[config.mk]
export PLATFORM = sky130hd
export DESIGN_NAME = plc_link_address_config
export DESIGN_NICKNAME = d
export VERILOG_FILES = /design/src/core/plc_link_pkg.sv /design/src/core/plc_link_address_config.sv /design/src/core/live_counter.sv
export SDC_FILE = /design/constraint.sdc
export NUM_CORES = 1
export LEC_CHECK = 0
export ABC_AREA = 0
export BUFFER_PORTS_ARGS = -buffer_cell sky130_fd_sc_hd__buf_2
export CORE_ASPECT_RATIO = 1.1
export CORE_UTILIZATION = 55
export DETAILED_ROUTE_END_ITERATION = 6
export PLACE_DENSITY = 0.76
export SETUP_SLACK_MARGIN = 0.3
export SLEW_MARGIN = 20
export SYNTH_ARGS = -nofsm -noshare
export SYNTH_HDL_FRONTEND = slang
export SYNTH_SLANG_ARGS = --single-unit
[constraint.sdc]
create_clock -name clock_i -period 4.65 [get_ports clock_i]
set_input_delay 0.465 -clock clock_i [delete_from_list [all_inputs] [get_ports clock_i]]
set_output_delay 0.465 -clock clock_i [all_outputs]
set_load 0.01 [all_outputs]
[src/core/plc_link_pkg.sv]
// constants and types for the controller link address configuration bank
package plc_link_pkg;

    // ========================================================
    // register offsets (documented register addresses)
    localparam logic [15:0] ofs_plc_register_class = 16'h800A;
    localparam logic [15:0] ofs_base_number_high   = 16'h800B;
    localparam logic [15:0] ofs_base_number_low    = 16'h800C;
    localparam logic [15:0] ofs_unit_address_bias  = 16'h800D;
    localparam logic [15:0] ofs_bias_apply_select  = 16'h8012;

    // ========================================================
    // reset values and legal ranges
    localparam logic [15:0] rst_plc_register_class = 16'h0000;
    localparam logic [15:0] rst_base_number_high   = 16'h0000;
    localparam logic [15:0] rst_base_number_low    = 16'h03E8;
    localparam logic [15:0] rst_unit_address_bias  = 16'h0000;
    localparam logic [15:0] rst_bias_apply_select  = 16'h0001;
    localparam logic [15:0] max_plc_register_class = 16'h001D;
    localparam logic [15:0] max_base_number_high   = 16'h000F;
    localparam logic [15:0] max_bias_apply_select  = 16'h0001;
    localparam logic [15:0] sel_bias_enabled       = 16'h0000;

    // register classes
    localparam logic [15:0] cls_data_register          = 16'h0000;
    localparam logic [15:0] cls_file_register          = 16'h0001;
    localparam logic [15:0] cls_link_register          = 16'h0002;
    localparam logic [15:0] cls_extended_file_register = 16'h0003;

    // ========================================================
    // window and liveness
    localparam int          base_w          = 20;
    localparam int          switch_w        = 8;
    localparam int          eff_w           = 25;
    localparam logic [3:0]  status_words    = 4'h8;
    localparam logic [15:0] live_count_wrap = 16'h7530;
    localparam logic [15:0] live_one        = 16'h0001;

    typedef logic [eff_w-1:0] eff_addr_t;

    typedef struct packed {
        logic [15:0] reg_class;
        logic [15:0] base_high;
        logic [15:0] base_low;
        logic [15:0] bias;
        logic [15:0] bias_sel;
    } cfg_s;

    localparam cfg_s cfg_reset = '{rst_plc_register_class, rst_base_number_high,
                                   rst_base_number_low, rst_unit_address_bias,
                                   rst_bias_apply_select};

endpackage : plc_link_pkg

[src/core/plc_link_address_config.sv]
// controller link address configuration register bank
// Summary of operation
// RQ1: register class selects data, file, link or extended file registers; 4-29 unused.
// RQ2: base high part holds 0 to 15, used only beyond 65535.
// RQ3: base low part holds 0 to 65535, factory value 1000.
// RQ4: configurer splits extended bases 65536 to 1042431 into high and low parts.
// RQ5: select 0 adds switch value times bias to base; select 1 applies none.
// RQ6: bias is 16-bit unsigned, factory value 0.
// RQ7: new settings take effect only after reset or stop-to-run change; here reset reloads factory values and the address switch acts live.
// RQ8: status block is 8 consecutive words starting at effective base.
// RQ9: all settings readable and writable with no channel selection.
// RQ10: liveness word toggles 0/1 or counts per cycle, wrapping at 30000.
// RQ11: high part carries base bits 19:16, low part bits 15:0.
`timescale 1ns/1ns
module plc_link_address_config
    import plc_link_pkg::*;
(
    input  wire logic                clock_i,
    input  wire logic                rstn_i,
    input  wire logic [15:0]         reg_addr_i,
    input  wire logic                reg_wr_i,
    input  wire logic                reg_rd_i,
    input  wire logic [15:0]         reg_wdata_i,
    output logic [15:0]              reg_rdata_o,
    output logic                     reg_ack_o,
    output logic                     reg_err_o,
    input  wire logic                run_i,
    input  wire logic [switch_w-1:0] addr_switch_i,
    input  wire logic                live_mode_i,
    input  wire logic                comm_cycle_i,
    input  wire logic [eff_w-1:0]    plc_addr_i,
    output logic [eff_w-1:0]         eff_base_o,
    output logic [15:0]              active_class_o,
    output logic                     status_hit_o,
    output logic [2:0]               status_index_o,
    output logic [15:0]              live_word_o
);

    typedef struct packed {
        cfg_s            shadow;
        cfg_s            active;
        logic            run_q;
        logic [15:0]     rdata;
        logic            ack;
        logic            err;
        eff_addr_t       eff_base;
        logic            hit;
        logic [2:0]      index;
    } state_s;

    state_s st_ff;
    state_s nxt_st;

    // ========================================================
    // helpers
    function automatic logic in_range(input logic [15:0] v, input logic [15:0] lim);
        in_range = (v <= lim);
    endfunction : in_range

    function automatic eff_addr_t calc_base(input cfg_s c, input logic [switch_w-1:0] sw);
        eff_addr_t base;
        eff_addr_t offs;
        base = eff_addr_t'({c.base_high[3:0], c.base_low}); // RQ11
        offs = eff_addr_t'(sw) * eff_addr_t'(c.bias);
        if (c.bias_sel == sel_bias_enabled)
            calc_base = base + offs; // RQ5
        else
            calc_base = base; // RQ5
    endfunction : calc_base

    eff_addr_t rel_addr;
    assign rel_addr = plc_addr_i - st_ff.eff_base;

    // ========================================================
    // next state
    always_comb
    begin
        nxt_st       = st_ff;
        nxt_st.run_q = run_i;
        nxt_st.ack   = reg_wr_i | reg_rd_i;
        nxt_st.err   = 1'b0;
        // reads are channel-free; unmapped reads give zero and flag an error
        if (reg_rd_i)
        begin
            unique case (reg_addr_i) // RQ9
                ofs_plc_register_class: nxt_st.rdata = st_ff.shadow.reg_class;
                ofs_base_number_high:   nxt_st.rdata = st_ff.shadow.base_high;
                ofs_base_number_low:    nxt_st.rdata = st_ff.shadow.base_low;
                ofs_unit_address_bias:  nxt_st.rdata = st_ff.shadow.bias;
                ofs_bias_apply_select:  nxt_st.rdata = st_ff.shadow.bias_sel;
                default:
                begin
                    nxt_st.rdata = 16'h0000;
                    nxt_st.err   = 1'b1;
                end
            endcase
        end
        // out-of-range writes are refused and leave the value untouched
        if (reg_wr_i)
        begin
            unique case (reg_addr_i) // RQ9
                ofs_plc_register_class:
                    if (in_range(reg_wdata_i, max_plc_register_class))
                        nxt_st.shadow.reg_class = reg_wdata_i; // RQ1
                    else
                        nxt_st.err = 1'b1; // RQ1
                ofs_base_number_high:
                    if (in_range(reg_wdata_i, max_base_number_high))
                        nxt_st.shadow.base_high = reg_wdata_i; // RQ2
                    else
                        nxt_st.err = 1'b1; // RQ2
                ofs_base_number_low:   nxt_st.shadow.base_low = reg_wdata_i; // RQ3
                ofs_unit_address_bias: nxt_st.shadow.bias = reg_wdata_i; // RQ6
                ofs_bias_apply_select:
                    if (in_range(reg_wdata_i, max_bias_apply_select))
                        nxt_st.shadow.bias_sel = reg_wdata_i; // RQ5
                    else
                        nxt_st.err = 1'b1; // RQ5
                default: nxt_st.err = 1'b1;
            endcase
        end
        // the running link never sees half-updated settings
        if (run_i && !st_ff.run_q)
            nxt_st.active = st_ff.shadow; // RQ7
        nxt_st.eff_base = calc_base(st_ff.active, addr_switch_i); // RQ5
        nxt_st.hit      = (plc_addr_i >= st_ff.eff_base) &&
                          (rel_addr < eff_addr_t'(status_words)); // RQ8
        nxt_st.index    = rel_addr[2:0]; // RQ8
    end

    always_ff @(posedge clock_i)
    begin
        if (!rstn_i)
        begin
            st_ff          <= '0;
            st_ff.shadow   <= cfg_reset; // RQ3
            st_ff.active   <= cfg_reset; // RQ7
            st_ff.run_q    <= 1'b1;
            st_ff.eff_base <= eff_addr_t'({rst_base_number_high[3:0], rst_base_number_low});
        end
        else
            st_ff <= nxt_st;
    end

    assign reg_rdata_o    = st_ff.rdata;
    assign reg_ack_o      = st_ff.ack;
    assign reg_err_o      = st_ff.err;
    assign eff_base_o     = st_ff.eff_base;
    assign active_class_o = st_ff.active.reg_class;
    assign status_hit_o   = st_ff.hit;
    assign status_index_o = st_ff.index;

    live_counter u_live
    (
        .clock_i      (clock_i),
        .rstn_i       (rstn_i),
        .count_mode_i (live_mode_i),
        .cycle_i      (comm_cycle_i),
        .live_word_o  (live_word_o)
    );

    // ========================================================
    // checks
    property p_class_range;
        @(posedge clock_i) disable iff (!rstn_i)
        (reg_wr_i && reg_addr_i == ofs_plc_register_class && reg_wdata_i > max_plc_register_class)
        |=> reg_err_o && $stable(st_ff.shadow.reg_class);
    endproperty
    a_class_range: assert property (p_class_range) else $error("bad class taken"); // RQ1

    property p_high_range;
        @(posedge clock_i) disable iff (!rstn_i)
        st_ff.shadow.base_high <= max_base_number_high;
    endproperty
    a_high_range: assert property (p_high_range) else $error("high part over 15"); // RQ2

    property p_low_write;
        @(posedge clock_i) disable iff (!rstn_i)
        (reg_wr_i && reg_addr_i == ofs_base_number_low)
        |=> st_ff.shadow.base_low == $past(reg_wdata_i);
    endproperty
    a_low_write: assert property (p_low_write) else $error("low part not stored"); // RQ3

    property p_bias_off;
        @(posedge clock_i) disable iff (!rstn_i)
        (st_ff.active.bias_sel != sel_bias_enabled)
        |=> eff_base_o == eff_addr_t'({$past(st_ff.active.base_high[3:0]),
                                      $past(st_ff.active.base_low)});
    endproperty
    a_bias_off: assert property (p_bias_off) else $error("bias applied when off"); // RQ5

    property p_active_hold;
        @(posedge clock_i) disable iff (!rstn_i)
        !(run_i && !st_ff.run_q) |=> $stable(st_ff.active);
    endproperty
    a_active_hold: assert property (p_active_hold) else $error("settings changed early"); // RQ7

    property p_window;
        @(posedge clock_i) disable iff (!rstn_i)
        (plc_addr_i == st_ff.eff_base + eff_addr_t'(status_words)) |=> !status_hit_o;
    endproperty
    a_window: assert property (p_window) else $error("window longer than 8"); // RQ8

    property p_readback;
        @(posedge clock_i) disable iff (!rstn_i)
        (reg_wr_i && reg_addr_i == ofs_unit_address_bias) ##1
        (reg_rd_i && reg_addr_i == ofs_unit_address_bias && !reg_wr_i)
        |=> reg_rdata_o == $past(reg_wdata_i, 2) && reg_ack_o;
    endproperty
    a_readback: assert property (p_readback) else $error("bias read back wrong"); // RQ9

    property p_ack_pulse;
        @(posedge clock_i) disable iff (!rstn_i)
        (reg_wr_i || reg_rd_i) |=> reg_ack_o;
    endproperty
    a_ack_pulse: assert property (p_ack_pulse) else $error("strobe not acknowledged"); // RQ9

    // the whole shadow moves at once, so a half-written base never reaches the link
    property p_run_load;
        @(posedge clock_i) disable iff (!rstn_i)
        (run_i && !st_ff.run_q) |=> st_ff.active == $past(st_ff.shadow);
    endproperty
    a_run_load: assert property (p_run_load) else $error("settings not loaded on run"); // RQ7

endmodule : plc_link_address_config

[src/core/live_counter.sv]
// liveness status word generator
`timescale 1ns/1ns
module live_counter
    import plc_link_pkg::*;
(
    input  wire logic        clock_i,
    input  wire logic        rstn_i,
    input  wire logic        count_mode_i,
    input  wire logic        cycle_i,
    output logic [15:0]      live_word_o
);

    typedef struct packed {
        logic [15:0] word;
    } live_s;

    live_s st_ff;
    live_s nxt_st;

    // ========================================================
    // next state
    always_comb
    begin
        nxt_st = st_ff;
        if (cycle_i)
        begin
            if (!count_mode_i)
                nxt_st.word = (st_ff.word == 16'h0000) ? live_one : 16'h0000; // RQ10
            else if (st_ff.word >= live_count_wrap)
                nxt_st.word = 16'h0000; // RQ10
            else
                nxt_st.word = st_ff.word + live_one; // RQ10
        end
    end

    always_ff @(posedge clock_i)
    begin
        if (!rstn_i)
            st_ff <= '0;
        else
            st_ff <= nxt_st;
    end

    assign live_word_o = st_ff.word;

    // ========================================================
    // checks
    property p_live_wrap;
        @(posedge clock_i) disable iff (!rstn_i)
        (cycle_i && count_mode_i && live_word_o == live_count_wrap) |=> live_word_o == 16'h0000;
    endproperty
    a_live_wrap: assert property (p_live_wrap) else $error("count did not wrap"); // RQ10

    property p_live_hold;
        @(posedge clock_i) disable iff (!rstn_i)
        !cycle_i |=> $stable(live_word_o);
    endproperty
    a_live_hold: assert property (p_live_hold) else $error("word moved without cycle"); // RQ10

endmodule : live_counter

Word level (Yosys, flattened, before mapping). Index checks and enable logic that the tools add are counted.

Flip-flop bits (word level): 212. Input bits: 72.

Add/sub/neg operators: 3. $mul: 1. Magnitude comparators: 6. Eq/ne operators: 5. Muxes and demuxes: 12. Bitwise operators: 1. Reductions and logical operators: 13.

Operators with widths (number): 16-bit == test, second input constant (5); 16-bit case mux with 5 select lines (1); 16-bit logical NOT (2); 16-bit 2-to-1 mux (2); 20-bit by 24-bit adder with 25-bit output (1); 25-bit greater-or-equal comparator (1); 25-bit by 4-bit < comparator with 1-bit output, second input constant (1); 25-bit subtractor (1); 8-bit by 16-bit multiplier with 24-bit output (1); 20-bit 2-to-1 mux (1); 16-bit by 1-bit adder with 16-bit output, second input constant (1); 16-bit by 15-bit greater-or-equal comparator with 1-bit output, second input constant (1); 16-bit by 1-bit <= comparator with 1-bit output, second input constant (1); 16-bit by 4-bit <= comparator with 1-bit output, second input constant (1); 16-bit by 5-bit <= comparator with 1-bit output, second input constant (1); 3-bit AND reduction (3); 1-bit 2-to-1 mux (7); 2-bit AND reduction (3); 5-bit OR reduction (1); 1-bit case mux with 4 select lines (1); 1-bit logical AND (2); 2-bit OR reduction (1); 1-bit logical NOT (1); 1-bit OR (1).

Depth between registers and ports, before layout. Gate-level depths: netlist of the first run.

Depth after elaboration: 7. Mapped depth: 19.

By module. From an unflattened synthesis of the first run, not the netlist that was laid out.

Cells, all modules: 1761. Area, all modules: 14959.3 um^2.

By module, submodules not included: plc_link_address_config (instances 1, cells an instance 1656, area each 14029.7 um^2, sequential area each 3923.8 um^2); live_counter (instances 1, cells an instance 105, area each 929.6 um^2, sequential area each 320.3 um^2).

Worst setup path after synthesis of the first run. Ideal clock, no wire load.

Path type: input port to flip-flop. From: in addr_switch_i[1]. To: reg st_ff, in the netlist eff_base_o[24]. Arrival time: 4.939 ns. Required time: 4.531 ns. Slack: -0.407 ns. Stages on the path: 19. Cells stage by stage: clkbuf_1 > nand2_1 > fa_1 > inv_1 > fa_1 > fa_1 > inv_1 > fa_1 > inv_1 > ha_1 > a2111oi_2 > o21ai_1 > a221o_1 > a31oi_4 > o211ai_1 > a31oi_2 > a21oi_1 > xnor2_1 > nor2_1.

Longest elaborated chain between the ends: 2.

RTL lines: start, declared (RTL line plc_link_address_config.sv:28) `input wire logic [switch_w-1:0] addr_switch_i,`; 8-bit by 16-bit multiplier with 24-bit output (RTL line plc_link_address_config.sv:64) `offs = eff_addr_t'(sw) * eff_addr_t'(c.bias);`; 20-bit by 24-bit adder with 25-bit output (RTL line plc_link_address_config.sv:66) `calc_base = base + offs;`; end signal, assigned (RTL line plc_link_address_config.sv:142) `st_ff <= nxt_st;`; end, declared (RTL line plc_link_address_config.sv:51) `state_s st_ff;`.

No other way between the ends. A chain may end at the register's enable or synchronous reset.

Worst setup path after layout of the first run.
From: reg st_ff[70] (netlist bit). To: reg st_ff, in the netlist eff_base_o[22].

Longest elaborated chain between the ends: 2.

RTL lines (RTL line): 8-bit by 16-bit multiplier with 24-bit output (plc_link_address_config.sv:64); 20-bit by 24-bit adder with 25-bit output (plc_link_address_config.sv:66).

No other way between the ends.

==> results of run 1 <==
-- layout by cell type, fill, tap and decap left out, drive strengths merged, types with 30 or more instances in the layout --
master and n:
o211ai 30, and3 34, o21ai 66, buf 238, ha 75, a21oi 45, dfxtp 212, a21boi 100
nand2 320, clkbuf 33, nor2 64, inv 183, fa 105, and2 112, mux2i 30
-- through the flow --
| stage | utilization, % | total power [W] | hold slack [ns] | TNS (ns) | instance area (sq um) |
|---|---|---|---|---|---|
| 3_5_place_dp | 60.6 | 0.00227 | 0.457 | -2.41 | 15900 |
| 2_1_floorplan | - | 0.00214 | 0.441 | 0 | 14900 |
| 6_report | 64.8 | 0.00410 | 0.174 | 0 | 17000 |
| 5_1_grt | 64.8 | 0.00423 | 0.161 | -0.607 | 17000 |
| 4_1_cts | 64.5 | 0.00412 | 0.159 | 0 | 16900 |
| 3_3_place_gp | 60.6 | 0.00226 | 0.452 | -1.65 | 15900 |
-- worst min-delay path by stage --
stage	from	depth (start not counted)	slack, ns	endpoint
2_1_floorplan	st_ff[48]$_SDFFE_PN1P_	2	0.44	st_ff[48]$_SDFFE_PN1P_
3_3_place_gp	st_ff[55]$_SDFFE_PN0P_	2	0.45	st_ff[55]$_SDFFE_PN0P_
3_5_place_dp	st_ff[174]$_SDFFE_PN0P_	2	0.46	st_ff[174]$_SDFFE_PN0P_
4_1_cts	run_i	2	0.16	st_ff[47]$_SDFF_PN1_
5_1_grt	run_i	2	0.16	st_ff[47]$_SDFF_PN1_
6_report	run_i	2	0.17	st_ff[47]$_SDFF_PN1_
-- logic make-up (layout without fill, tap and decap cells) --
group | count (synthesis) | count (layout)
simple gates | 661 | 661
buf+inv | 324 | 463
compound gates | 321 | 321
flops | 212 | 212
fa+ha+maj | 180 | 180
mux | 30 | 30
xor+xnor | 23 | 23
-- area by class of cell --
type	count	area, sq um	area share [%]
Sequential cell	212	4280	25.2
Inverter	182	683	4.02
Clock inverter	10	110	0.648
Clock buffer	33	684	4.03
Tap cell	352	440	2.59
Timing Repair Buffer	238	1460	8.60
Multi-Input combinational cell	1215	9320	54.9
-- timing repair --
item	4_1_cts	5_1_grt
setup buffers	5	2
resized for setup	56	22
hold buffers	0	0
setup endpoints to repair	14	13
pin swaps	33	19
-- flip-flops by register name, indices dropped and copies added, names as in the netlist, 3 cells and up --
| signal | flops |
|---|---|
| active_class_o | 16 |
| eff_base_o | 25 |
| reg_rdata_o | 16 |
| st_ff | 133 |
| status_index_o | 3 |
| u_live.live_word_o | 16 |
-- power breakdown --
| part | internal (W) | switching (W) | total (W) |
|---|---|---|---|
| clock network | 0.00110 | 0.000771 | 0.00187 |
| registers | 0.00183 | 0.0000111 | 0.00184 |
| logic | 0.000149 | 0.000242 | 0.000391 |
-- cell usage after synthesis, drive strengths merged, types with 13 or more instances --
cell type | instances | area, sq um
a21boi | 100 | 751
a21oi | 45 | 233
a221oi | 16 | 140
and2 | 112 | 701
and3 | 34 | 213
buf | 76 | 527
clkbuf | 66 | 248
dfxtp | 212 | 4240
fa | 105 | 2100
ha | 75 | 938
inv | 181 | 679
mux2i | 30 | 300
nand2 | 320 | 1200
nand2b | 13 | 81.3
nand3 | 24 | 120
nor2 | 64 | 245
nor2b | 24 | 150
nor3 | 18 | 95.1
nor4 | 13 | 87.6
o211ai | 30 | 225
o21ai | 66 | 330
xor2 | 15 | 131
-- routing by layer --
layer / GRT usage (%) / vias to the layer above
li1: - / 5957
met2: 47.2 / 330
met1: 37.3 / 5971
met5: 0 / -
met4: 9.22 / 0
met3: 3.33 / 66
==> results.sh, run 1 <==
export IMPL_cts_root_buf="sky130_fd_sc_hd__clkbuf_16"
export IMPL_slew_at_the_pin_closest_to_its_max_slew_limit_ns=0.967
export IMPL_synthesis_yosys_warnings=0
export IMPL_number_of_fill_cells=2277
export IMPL_via_count=12324
export IMPL_fp_row_count=62
export IMPL_clock_sinks=212
export IMPL_synth_yosys_seq_area_share_pct=28.9
export IMPL_area_growth_syn_to_layout_pct=15.5
export IMPL_highest_signal_layer="met4"
export IMPL_grt_overflow_total=0
export IMPL_ioPinCount=151
export IMPL_m1WireLength_microns=16400
export IMPL_timing_hold_worst_class="in -> reg"
export IMPL_power_density_nw_per_um2=241
export IMPL_post_synth_and_or_nand_nor_area_fraction_pct=21.7
export IMPL_htree_num_levels=1
export IMPL_critical_path_endpoint="eff_base_o[22]$_SDFF_PN0_"
export IMPL_initialDrtViolationCount=690
export IMPL_cts_made_buffers=24
export IMPL_worst_slack_ns=0.000631
export IMPL_flip_flop_and_latch_count_after_synthesis=212
export IMPL_worst_endpoint_arrival_ns=5.05
export IMPL_max_slew_margin_pct=35.4
export IMPL_clk_path_buf_depth=3
export IMPL_initial_core_util_pct=56.1
export IMPL_dieWidth_microns=158
export IMPL_final_hold_viol_count=0
export IMPL_cellLeakagePower_nw=7.71
export IMPL_synthAdderAreaFrac_pct=20.7
export IMPL_syn_instance_count=1751
export IMPL_crit_required_ns=5.05
export IMPL_clk_pin_slew_worst_paths_ns=0.06
export IMPL_ys_async_sr_fraction_pct=0
export IMPL_drc_errors=0
export IMPL_synth_compound_area_share_pct=15.4
export IMPL_setup_worst_path_start="st_ff[70]$_SDFFE_PN0P_"
export IMPL_final_layout_size_suffix_gt1_share_pct=19.6
export IMPL_critical_path_class="reg -> reg"
export IMPL_antenna_cells=0
export IMPL_dp_final_hpwl_microns=29200
export IMPL_yosys_mux_area_fraction_pct=2.04
export IMPL_gr_usage_all_layers_pct=28.1
export IMPL_die_area_sq_um=27400
export IMPL_grt_pass1_vias=12019
export IMPL_wl_per_cell_microns=17.0
export IMPL_run_status="finished, final reports clean"
export IMPL_upper_clock_frequency_limit_mhz=215
export IMPL_share_of_the_cycle_needed_by_the_critical_path_after_routing_pct=100
export IMPL_tritoncts="done"
export IMPL_totalWireLength_microns=38100
export IMPL_synth_edff_count=0
export IMPL_worst_path_buf_inv=4
export IMPL_detailroute_wirelength_met3_microns=1850
export IMPL_cp_max_fo=8
export IMPL_rsz_0062_raised_after_global_routing="true"
export IMPL_worst_r2r_setup_slack_ns=0.0006
export IMPL_io_buffer_count=150
export IMPL_final_max_slew_viol_count=0
export IMPL_synth_top_family_by_area="simple AND/OR/NAND/NOR gates"
export IMPL_detail_route_first_pass_iterations=5
export IMPL_synth_cell_types=72
export IMPL_die_h_microns=173
export IMPL_synth_area_sq_um=14700
export IMPL_grt_antenna_before_repair=0
export IMPL_final_setup_viol_count=0
export IMPL_slowest_stage="sky130_fd_sc_hd__fa_2"
export IMPL_fin_skew_ns=0.0223
export IMPL_critical_path_depth=18
export IMPL_worst_r2r_cell_count=18
export IMPL_core_sq_um=26200
export IMPL_critPathMaxStageDelay_ns=0.52
export IMPL_layoutNonFillerInstCount=2242
export IMPL_place_inst=2192
export IMPL_grt_first_pass_wirelength_microns=61000
export IMPL_setup_worst_path_end_class="flip-flop"
export IMPL_worst_skew_pair_late_latency_ns=0.54
export IMPL_synth_xor_area_share_pct=1.37
export IMPL_critical_path_reg2reg_startpoint="st_ff[70]$_SDFFE_PN0P_"
export IMPL_postSynthAreaPerCell_sq_um=8.40
export IMPL_met2RoutedLength_microns=18700
export IMPL_dp_worst_setup_slack_ns=-0.347
export IMPL_grt_max_degree=99
export IMPL_gp_congestion=0.927
export IMPL_maxCapViolations=0
export IMPL_min_period_ns=4.65
export IMPL_vdd_ir_drop_max_mv=0.298
export IMPL_predominant_post_synthesis_flop_cell="sky130_fd_sc_hd__dfxtp_1"
export IMPL_critical_path_startpoint_type="flip-flop"
export IMPL_critical_path_reg2reg_endpoint="eff_base_o[22]$_SDFF_PN0_"
export IMPL_mappedNetlistNets=2003
export IMPL_ant_nets=0
export IMPL_crit_family="adder cells"
export IMPL_nets=2125
export IMPL_via_per_inst=5.50
export IMPL_path_cells="buf_12, and2_4, fa_2, fa_1, fa_1, inv_1, fa_2, inv_2, ha_4, a2111oi_4, o21ai_2, a221o_1, a31oi_4, o211ai_1, a31oi_2, buf_4, xor2_1, nor2_1"
No activity file was read; power rests on OpenSTA's default activity.
==> inputs of run 2 (changes only) <==
Settings changed: ABC_AREA 0 to 1.
==> run 2 against run 1 <==
Effect of this change:
- cell area hardly changed
- power is 23% higher
- largest power group is now sequential cells
- register-to-register slack better by 0.39 ns
- clock power hardly changed
- critical path depth stayed put
- wire length is 3.8% higher
==> results.sh, run 2 <==
export IMPL_ioPinCount=151
export IMPL_finish_instance_area_sq_um=17000
export IMPL_post_synth_top_area_fraction_pct=27.8
export IMPL_ant_nets=0
export IMPL_predominant_post_synthesis_flop_cell="sky130_fd_sc_hd__dfxtp_1"
export IMPL_core_sq_um=27100
export IMPL_via_per_inst=5.37
export IMPL_grtUsageMet2_pct=49.2
export IMPL_grt_pass1_vias=13535
export IMPL_critical_path_class="reg -> reg"
export IMPL_ys_async_sr_fraction_pct=0
export IMPL_final_hold_viol_count=0
export IMPL_most_numerous_cell_types_in_the_synthesized_netlist="sky130_fd_sc_hd__inv_1, sky130_fd_sc_hd__nand2_1, sky130_fd_sc_hd__dfxtp_1, sky130_fd_sc_hd__a21oi_1, sky130_fd_sc_hd__o21ai_0"
export IMPL_synth_compound_area_share_pct=14.4
export IMPL_worst_endpoint_arrival_ns=4.70
export IMPL_fp_row_count=63
export IMPL_power_density_nw_per_um2=298
export IMPL_clk_path_buf_depth=3
export IMPL_die_h_microns=177
export IMPL_tns_ns=0
export IMPL_worst_skew_pair_late_latency_ns=0.51
export IMPL_initialDrtViolationCount=870
export IMPL_timing_hold_worst_class="in -> reg"
export IMPL_synthAdderAreaFrac_pct=19.9
export IMPL_synth_area_sq_um=15300
export IMPL_grt_overflow_total=0
export IMPL_cp_max_fo=5
export IMPL_area_growth_syn_to_layout_pct=11.2
export IMPL_yosys_area_top_type="sky130_fd_sc_hd__dfxtp_1"
export IMPL_dp_final_hpwl_microns=29800
export IMPL_max_reg_flops=133
export IMPL_max_slew_margin_pct=28.6
export IMPL_die_area_sq_um=28400
export IMPL_finish_utilization_pct=62.6
export IMPL_clk_pin_slew_worst_paths_ns=0.07
export IMPL_post_synth_and_or_nand_nor_area_fraction_pct=19.6
export IMPL_final_layout_size_suffix_gt1_share_pct=14.3
export IMPL_synth_yosys_seq_area_share_pct=27.8
export IMPL_detail_route_first_pass_iterations=5
export IMPL_initial_core_util_pct=56.3
export IMPL_layoutNonFillerInstCount=2544
export IMPL_share_of_the_cycle_needed_by_the_critical_path_after_routing_pct=91.6
export IMPL_synth_cell_types=52
export IMPL_setup_worst_path_end_class="flip-flop"
export IMPL_io_buffer_count=150
export IMPL_cts_root_buf="sky130_fd_sc_hd__clkbuf_16"
export IMPL_gr_usage_all_layers_pct=27.7
export IMPL_dieWidth_microns=161
export IMPL_syn_instance_count=2121
export IMPL_synthesis_yosys_warnings=0
export IMPL_crit_required_ns=5.09
export IMPL_gp_congestion=0.910
export IMPL_flip_flop_and_latch_count_after_synthesis=212
export IMPL_critical_path_startpoint_type="flip-flop"
export IMPL_nets=2423
export IMPL_dpl_cell_area_sq_um=15800
export IMPL_finalPower_w=0.00505
export IMPL_rsz_0062_raised_after_global_routing="true"
export IMPL_place_inst=2489
export IMPL_upper_clock_frequency_limit_mhz=235
export IMPL_totalWireLength_microns=39500
export IMPL_grt_max_degree=116
export IMPL_min_period_ns=4.26
export IMPL_synth_xor_area_share_pct=0.918
export IMPL_grt_antenna_before_repair=1
export IMPL_final_setup_viol_count=0
export IMPL_vdd_ir_drop_max_mv=0.348
export IMPL_postSynthAreaPerCell_sq_um=7.20
export IMPL_max_flop_register="st_ff"
export IMPL_synth_most_common_cell="sky130_fd_sc_hd__inv_1"
export IMPL_grt_met3_usage_pct=2.67
export IMPL_yosys_mux_area_fraction_pct=0
export IMPL_mostFrequentLayoutCell="sky130_fd_sc_hd__inv_1"
export IMPL_drc_errors=0
export IMPL_ys_top_cells_by_area="sky130_fd_sc_hd__dfxtp_1, sky130_fd_sc_hd__fa_1, sky130_fd_sc_hd__inv_1"
export IMPL_synth_edff_count=0
export IMPL_wl_per_cell_microns=15.5
export IMPL_slew_at_the_pin_closest_to_its_max_slew_limit_ns=1.07
export IMPL_grt_first_pass_wirelength_microns=64400
export IMPL_final_cell_mix="sky130_fd_sc_hd__inv_1, sky130_fd_sc_hd__nand2_1, sky130_fd_sc_hd__dfxtp_1, sky130_fd_sc_hd__buf_2, sky130_fd_sc_hd__o21ai_0"
export IMPL_clock_sinks=212
export IMPL_mappedNetlistNets=2373
export IMPL_maxCapViolations=0
export IMPL_synth_top_family_by_area="adder cells"
export IMPL_fin_skew_ns=0.00827
export IMPL_final_max_slew_viol_count=0
export IMPL_cts_made_buffers=22
export IMPL_htree_num_levels=1
export IMPL_globalRouteMet1Util_pct=34.4
export IMPL_tritoncts="done"
export IMPL_run_status="finished, final reports clean"
export IMPL_grt_busiest_layer="met2"
export IMPL_via_count=13669
export IMPL_cellLeakagePower_nw=8.81
run 2: cell types whose count changed in the layout (fill, tap and decap cells not counted), sizes merged, moves of 57 or more:
cell | previous run | this run
and2 | 112 | 2
o21ai | 66 | 147
inv | 183 | 482
a21boi | 100 | 1
buf | 238 | 181
nor2 | 64 | 128
a21oi | 45 | 149
run 2: critical path, cell delays in order (launching register included):
cell	delay (ns)
sky130_fd_sc_hd__dfxtp_2	0.40
sky130_fd_sc_hd__nand2_1	0.09
sky130_fd_sc_hd__fa_1	0.52
sky130_fd_sc_hd__fa_1	0.56
sky130_fd_sc_hd__inv_1	0.06
sky130_fd_sc_hd__fa_1	0.53
sky130_fd_sc_hd__inv_1	0.06
sky130_fd_sc_hd__fa_1	0.54
sky130_fd_sc_hd__inv_1	0.07
sky130_fd_sc_hd__ha_4	0.29
sky130_fd_sc_hd__nand2_1	0.10
sky130_fd_sc_hd__nor2_2	0.16
sky130_fd_sc_hd__a21oi_2	0.10
sky130_fd_sc_hd__nand3b_1	0.22
sky130_fd_sc_hd__nand2_2	0.13
sky130_fd_sc_hd__nand4_1	0.11
sky130_fd_sc_hd__nand2_1	0.10
sky130_fd_sc_hd__nand2_1	0.06
sky130_fd_sc_hd__a21oi_2	0.11
run 2: per-stage QoR:
step	setup WS, ns	hold slack, ns
floorplan	0.297	0.424
global placement	0.0553	0.431
detailed placement	-0.0813	0.437
CTS	0.292	0.185
global route	0.191	0.223
finish	0.393	0.196
run 2: per-layer routing:
layer  part of all wire (%)  vias to the layer above
met5                      0                        -
met4                    4.0                        0
met3                    6.0                      100
met2                     48                      481
met1                     42                     6402
li1                       -                     6686
run 2: cells by family after synthesis:
family | after synthesis
AO/OA/AOI/OAI | 396
XOR/XNOR | 16
adder cells (fa/ha/maj) | 180
buffers and inverters | 637
flip-flops | 212
AND/OR/NAND/NOR | 680
run 2: layout make-up:
cell class	instances	area, sq um
tap	357	447
sequential	212	4300
multi-input combinational	1272	8660
clock buffer	33	673
inverter	482	1810
antenna	1	2.50
fill	2400	10100
timing repair buffer	181	995
clock inverter	6	88.8
run 2: final timing paths:
check        slack [ns]                   endpoint  cells past startpoint                    start
max                0.39  eff_base_o[23]$_SDFF_PN0_                     18   st_ff[65]$_SDFFE_PN0P_
max reg2reg        0.39  eff_base_o[23]$_SDFF_PN0_                     18   st_ff[65]$_SDFFE_PN0P_
min reg2reg        0.44    st_ff[184]$_SDFFE_PN0P_                      2  st_ff[184]$_SDFFE_PN0P_
min                0.20       st_ff[47]$_SDFF_PN1_                      3                    run_i
run 2: power by group:
group          switching [W]  internal, W  leakage [nW]
clock network       0.000734      0.00111         0.368
registers          0.0000419      0.00186          1.73
logic               0.000789     0.000513          6.71
run 2: repair_timing:
item | CTS | global route
pin swaps | 0 | 40
hold buffers | 0 | 0
hold endpoints to repair | 0 | 0
buffers inserted | 0 | 15
gates resized for setup | 16 | 73
setup endpoints to repair | 10 | 14
==> inputs of run 3 (changes only) <==
Settings changed: BUFFER_PORTS_ARGS -buffer_cell sky130_fd_sc_hd__buf_2 to -buffer_cell sky130_fd_sc_hd__buf_4, CORE_UTILIZATION 55 to 45, PLACE_DENSITY 0.76 to 0.64.
==> run 3 against run 2 <==
Effect of this change:
- register-to-register slack better by 0.10 ns
- die area up 22%
- first-iteration DRC count increased by 3.0%
- utilization fell by 11 points
- sequential power hardly changed
- largest cell class unchanged
- worst setup slack improved by 0.10 ns
- cell area increased by 1.7%
- critical path type unchanged
- critical path depth is 2 higher
- clock power shrank 6%
- highest routed layer is now met5
- sequential share of layout area is 0.41 points lower
- global-route usage shrank 4.2 points
==> results.sh, run 3 (synthesis gave the netlist of run 2 again) <==
export IMPL_combinationalPowerShare_pct=26.1
export IMPL_hold_path_depth=3
export IMPL_min_from="run_i"
export IMPL_grt_max_degree=103
export IMPL_clk_pin_slew_worst_paths_ns=0.06
export IMPL_ioPinCount=151
export IMPL_setup_worst_path_end_class="flip-flop"
export IMPL_cellInternalPower_w=0.00336
export IMPL_dieWidth_microns=178
export IMPL_mostFrequentLayoutCell="sky130_fd_sc_hd__inv_1"
export IMPL_critical_path_startpoint_type="flip-flop"
export IMPL_via_per_inst=5.09
export IMPL_die_area_sq_um=34700
export IMPL_finish_instance_area_sq_um=17300
export IMPL_cellLeakagePower_nw=8.76
export IMPL_power_share_clock_pct=35.2
export IMPL_grt_pass1_vias=13046
export IMPL_initial_core_util_pct=45.9
export IMPL_worst_skew_pair_late_latency_ns=0.52
export IMPL_critical_path_reg2reg_startpoint="st_ff[69]$_SDFFE_PN0P_"
export IMPL_die_h_microns=195
export IMPL_sequential_cell_area_sq_um=4300
export IMPL_worst_r2r_cell_count=20
export IMPL_max_flop_register="st_ff"
export IMPL_power_density_nw_per_um2=286
export IMPL_timing_hold_worst_class="in -> reg"
export IMPL_run_status="finished, final reports clean"
export IMPL_grt_antenna_before_repair=1
export IMPL_core_sq_um=33300
export IMPL_gr_usage_all_layers_pct=23.4
export IMPL_drc_errors=0
export IMPL_gp_congestion=0.926
export IMPL_fin_skew_ns=0.0168
export IMPL_hold_end="st_ff[47]$_SDFF_PN1_"
export IMPL_critical_path_class="reg -> reg"
export IMPL_min_period_ns=4.15
export IMPL_worst_r2r_setup_slack_ns=0.50
export IMPL_share_of_the_cycle_needed_by_the_critical_path_after_routing_pct=89.3
export IMPL_initialDrtViolationCount=896
export IMPL_finalPower_w=0.00493
export IMPL_upper_clock_frequency_limit_mhz=241
export IMPL_final_max_slew_viol_count=0
export IMPL_detail_route_first_pass_iterations=5
export IMPL_max_reg_flops=133
export IMPL_nets=2411
export IMPL_totalWireLength_microns=40500
export IMPL_setup_worst_path_start="st_ff[69]$_SDFFE_PN0P_"
export IMPL_area_growth_syn_to_layout_pct=13.1
export IMPL_multi_input_comb_area_sq_um=8640
export IMPL_switching_share_pct=31.8
export IMPL_hold_slack_ns=0.194
export IMPL_cts_root_buf="sky130_fd_sc_hd__clkbuf_16"
export IMPL_p_switching_w=0.00157
export IMPL_htree_num_levels=1
export IMPL_final_hold_viol_count=0
export IMPL_antenna_cells=0
export IMPL_ant_nets=0
export IMPL_critical_path_reg2reg_endpoint="eff_base_o[14]$_SDFF_PN0_"
export IMPL_rsz_0062_raised_after_global_routing="true"
export IMPL_clock_sinks=212
export IMPL_fp_row_count=70
export IMPL_worst_endpoint_arrival_ns=4.62
export IMPL_tritoncts="done"
export IMPL_clk_path_buf_depth=3
export IMPL_cp_max_fo=9
export IMPL_final_layout_size_suffix_gt1_share_pct=13.4
export IMPL_number_of_fill_cells=3325
export IMPL_dpl_cell_area_sq_um=16200
export IMPL_slew_at_the_pin_closest_to_its_max_slew_limit_ns=1.01
export IMPL_io_buffer_count=150
export IMPL_final_cell_mix="sky130_fd_sc_hd__inv_1, sky130_fd_sc_hd__nand2_1, sky130_fd_sc_hd__dfxtp_1, sky130_fd_sc_hd__buf_4, sky130_fd_sc_hd__o21ai_0"
export IMPL_sequentialPowerShare_pct=38.7
export IMPL_final_setup_viol_count=0
export IMPL_crit_required_ns=5.11
export IMPL_cts_made_buffers=24
export IMPL_max_slew_margin_pct=32.6
export IMPL_vdd_ir_drop_max_mv=0.278
export IMPL_grt_first_pass_wirelength_microns=65800
export IMPL_wl_per_cell_microns=15.5
export IMPL_grt_overflow_total=0
export IMPL_via_count=13266
export IMPL_maxCapViolations=0
export IMPL_dp_final_hpwl_microns=31600
==> run 3: cell types whose count changed in the layout (fill, tap and decap cells not counted), moves of 2 or more <==
cell                         delta
sky130_fd_sc_hd__clkinv_2       +3
sky130_fd_sc_hd__nor2_2         -4
sky130_fd_sc_hd__buf_2        -150
sky130_fd_sc_hd__nor2_4         +3
sky130_fd_sc_hd__clkinv_4       +2
sky130_fd_sc_hd__clkinvlp_4     -2
sky130_fd_sc_hd__nand2_4        -3
sky130_fd_sc_hd__bufinv_16      -2
sky130_fd_sc_hd__buf_4        +138
sky130_fd_sc_hd__nand2_1        +3
sky130_fd_sc_hd__clkbuf_8       -4
sky130_fd_sc_hd__buf_6          -3
==> run 3: repair_timing <==
| item | CTS | global route |
|---|---|---|
| buffers inserted | 0 | 2 |
| hold endpoints to repair | 0 | 0 |
| gates resized for setup | 14 | 61 |
| pin swaps | 0 | 8 |
| hold buffers | 0 | 0 |
| endpoints found under the setup margin | 11 | 15 |
==> run 3: cell type report <==
class / count / area share [%]
clock buffer: 31 / 3.75
clock inverter: 8 / 0.362
inverter: 482 / 10.5
multi-input combinational: 1272 / 50.0
sequential: 212 / 24.9
tap: 432 / 3.13
timing repair buffer: 167 / 7.34
==> run 3: how the worst max path moves through the flow <==
stage,endpoint,slack (ns),cells past startpoint
finish,eff_base_o[14]$_SDFF_PN0_,0.50,20
global route,eff_base_o[14]$_SDFF_PN0_,0.25,20
CTS,eff_base_o[18]$_SDFF_PN0_,0.27,18
detailed placement,eff_base_o[18]$_SDFF_PN0_,0.002,19
global placement,eff_base_o[18]$_SDFF_PN0_,-0.03,19
floorplan,eff_base_o[20]$_SDFF_PN0_,0.30,19
==> run 3: power groups by stage <==
stage	Clock (W)	Combinational (W)	Sequential (W)
floorplan	0	0.000851	0.00192
detailed placement	0	0.00112	0.00195
global route	0.00186	0.00146	0.00191
global placement	0	0.00111	0.00195
finish	0.00173	0.00129	0.00191
CTS	0.00178	0.00112	0.00191
==> run 3: stage by stage <==
step / utilization (%) / TNS [ns] / worst slack, ns / cells
after detailed placement: 48.8 / 0 / 0.00201 / 2563
after global routing: 51.9 / 0 / 0.252 / 2604
after global placement: 48.8 / -0.0349 / -0.0349 / 2563
after floorplan: - / 0 / 0.297 / 2121
after CTS: 51.0 / 0 / 0.274 / 2602
final: 51.9 / 0 / 0.496 / 2604
==> run 3: per-layer routing <==
metal	routed length, microns	track usage (%)	up-vias
met3	1680	2.57	49
met2	20100	41.3	304
li1	-	-	6667
met4	818	5.25	2
met5	17	0	-
met1	17800	30.5	6244
==> run 3: critical path: stages (launching register included) <==
cell and delay (ns):
sky130_fd_sc_hd__dfxtp_4 0.38, sky130_fd_sc_hd__nand2_1 0.06, sky130_fd_sc_hd__inv_1 0.05, sky130_fd_sc_hd__fa_1 0.51
sky130_fd_sc_hd__fa_1 0.52, sky130_fd_sc_hd__fa_1 0.54, sky130_fd_sc_hd__inv_1 0.05, sky130_fd_sc_hd__fa_1 0.52
sky130_fd_sc_hd__inv_1 0.07, sky130_fd_sc_hd__ha_4 0.30, sky130_fd_sc_hd__nand2_2 0.09, sky130_fd_sc_hd__inv_1 0.06
sky130_fd_sc_hd__nand2_1 0.06, sky130_fd_sc_hd__nand2_1 0.09, sky130_fd_sc_hd__nand2_1 0.07, sky130_fd_sc_hd__nand2_2 0.10
sky130_fd_sc_hd__nor2_4 0.05, sky130_fd_sc_hd__or2_2 0.26, sky130_fd_sc_hd__nand3_1 0.07, sky130_fd_sc_hd__o211ai_1 0.15
sky130_fd_sc_hd__inv_1 0.09
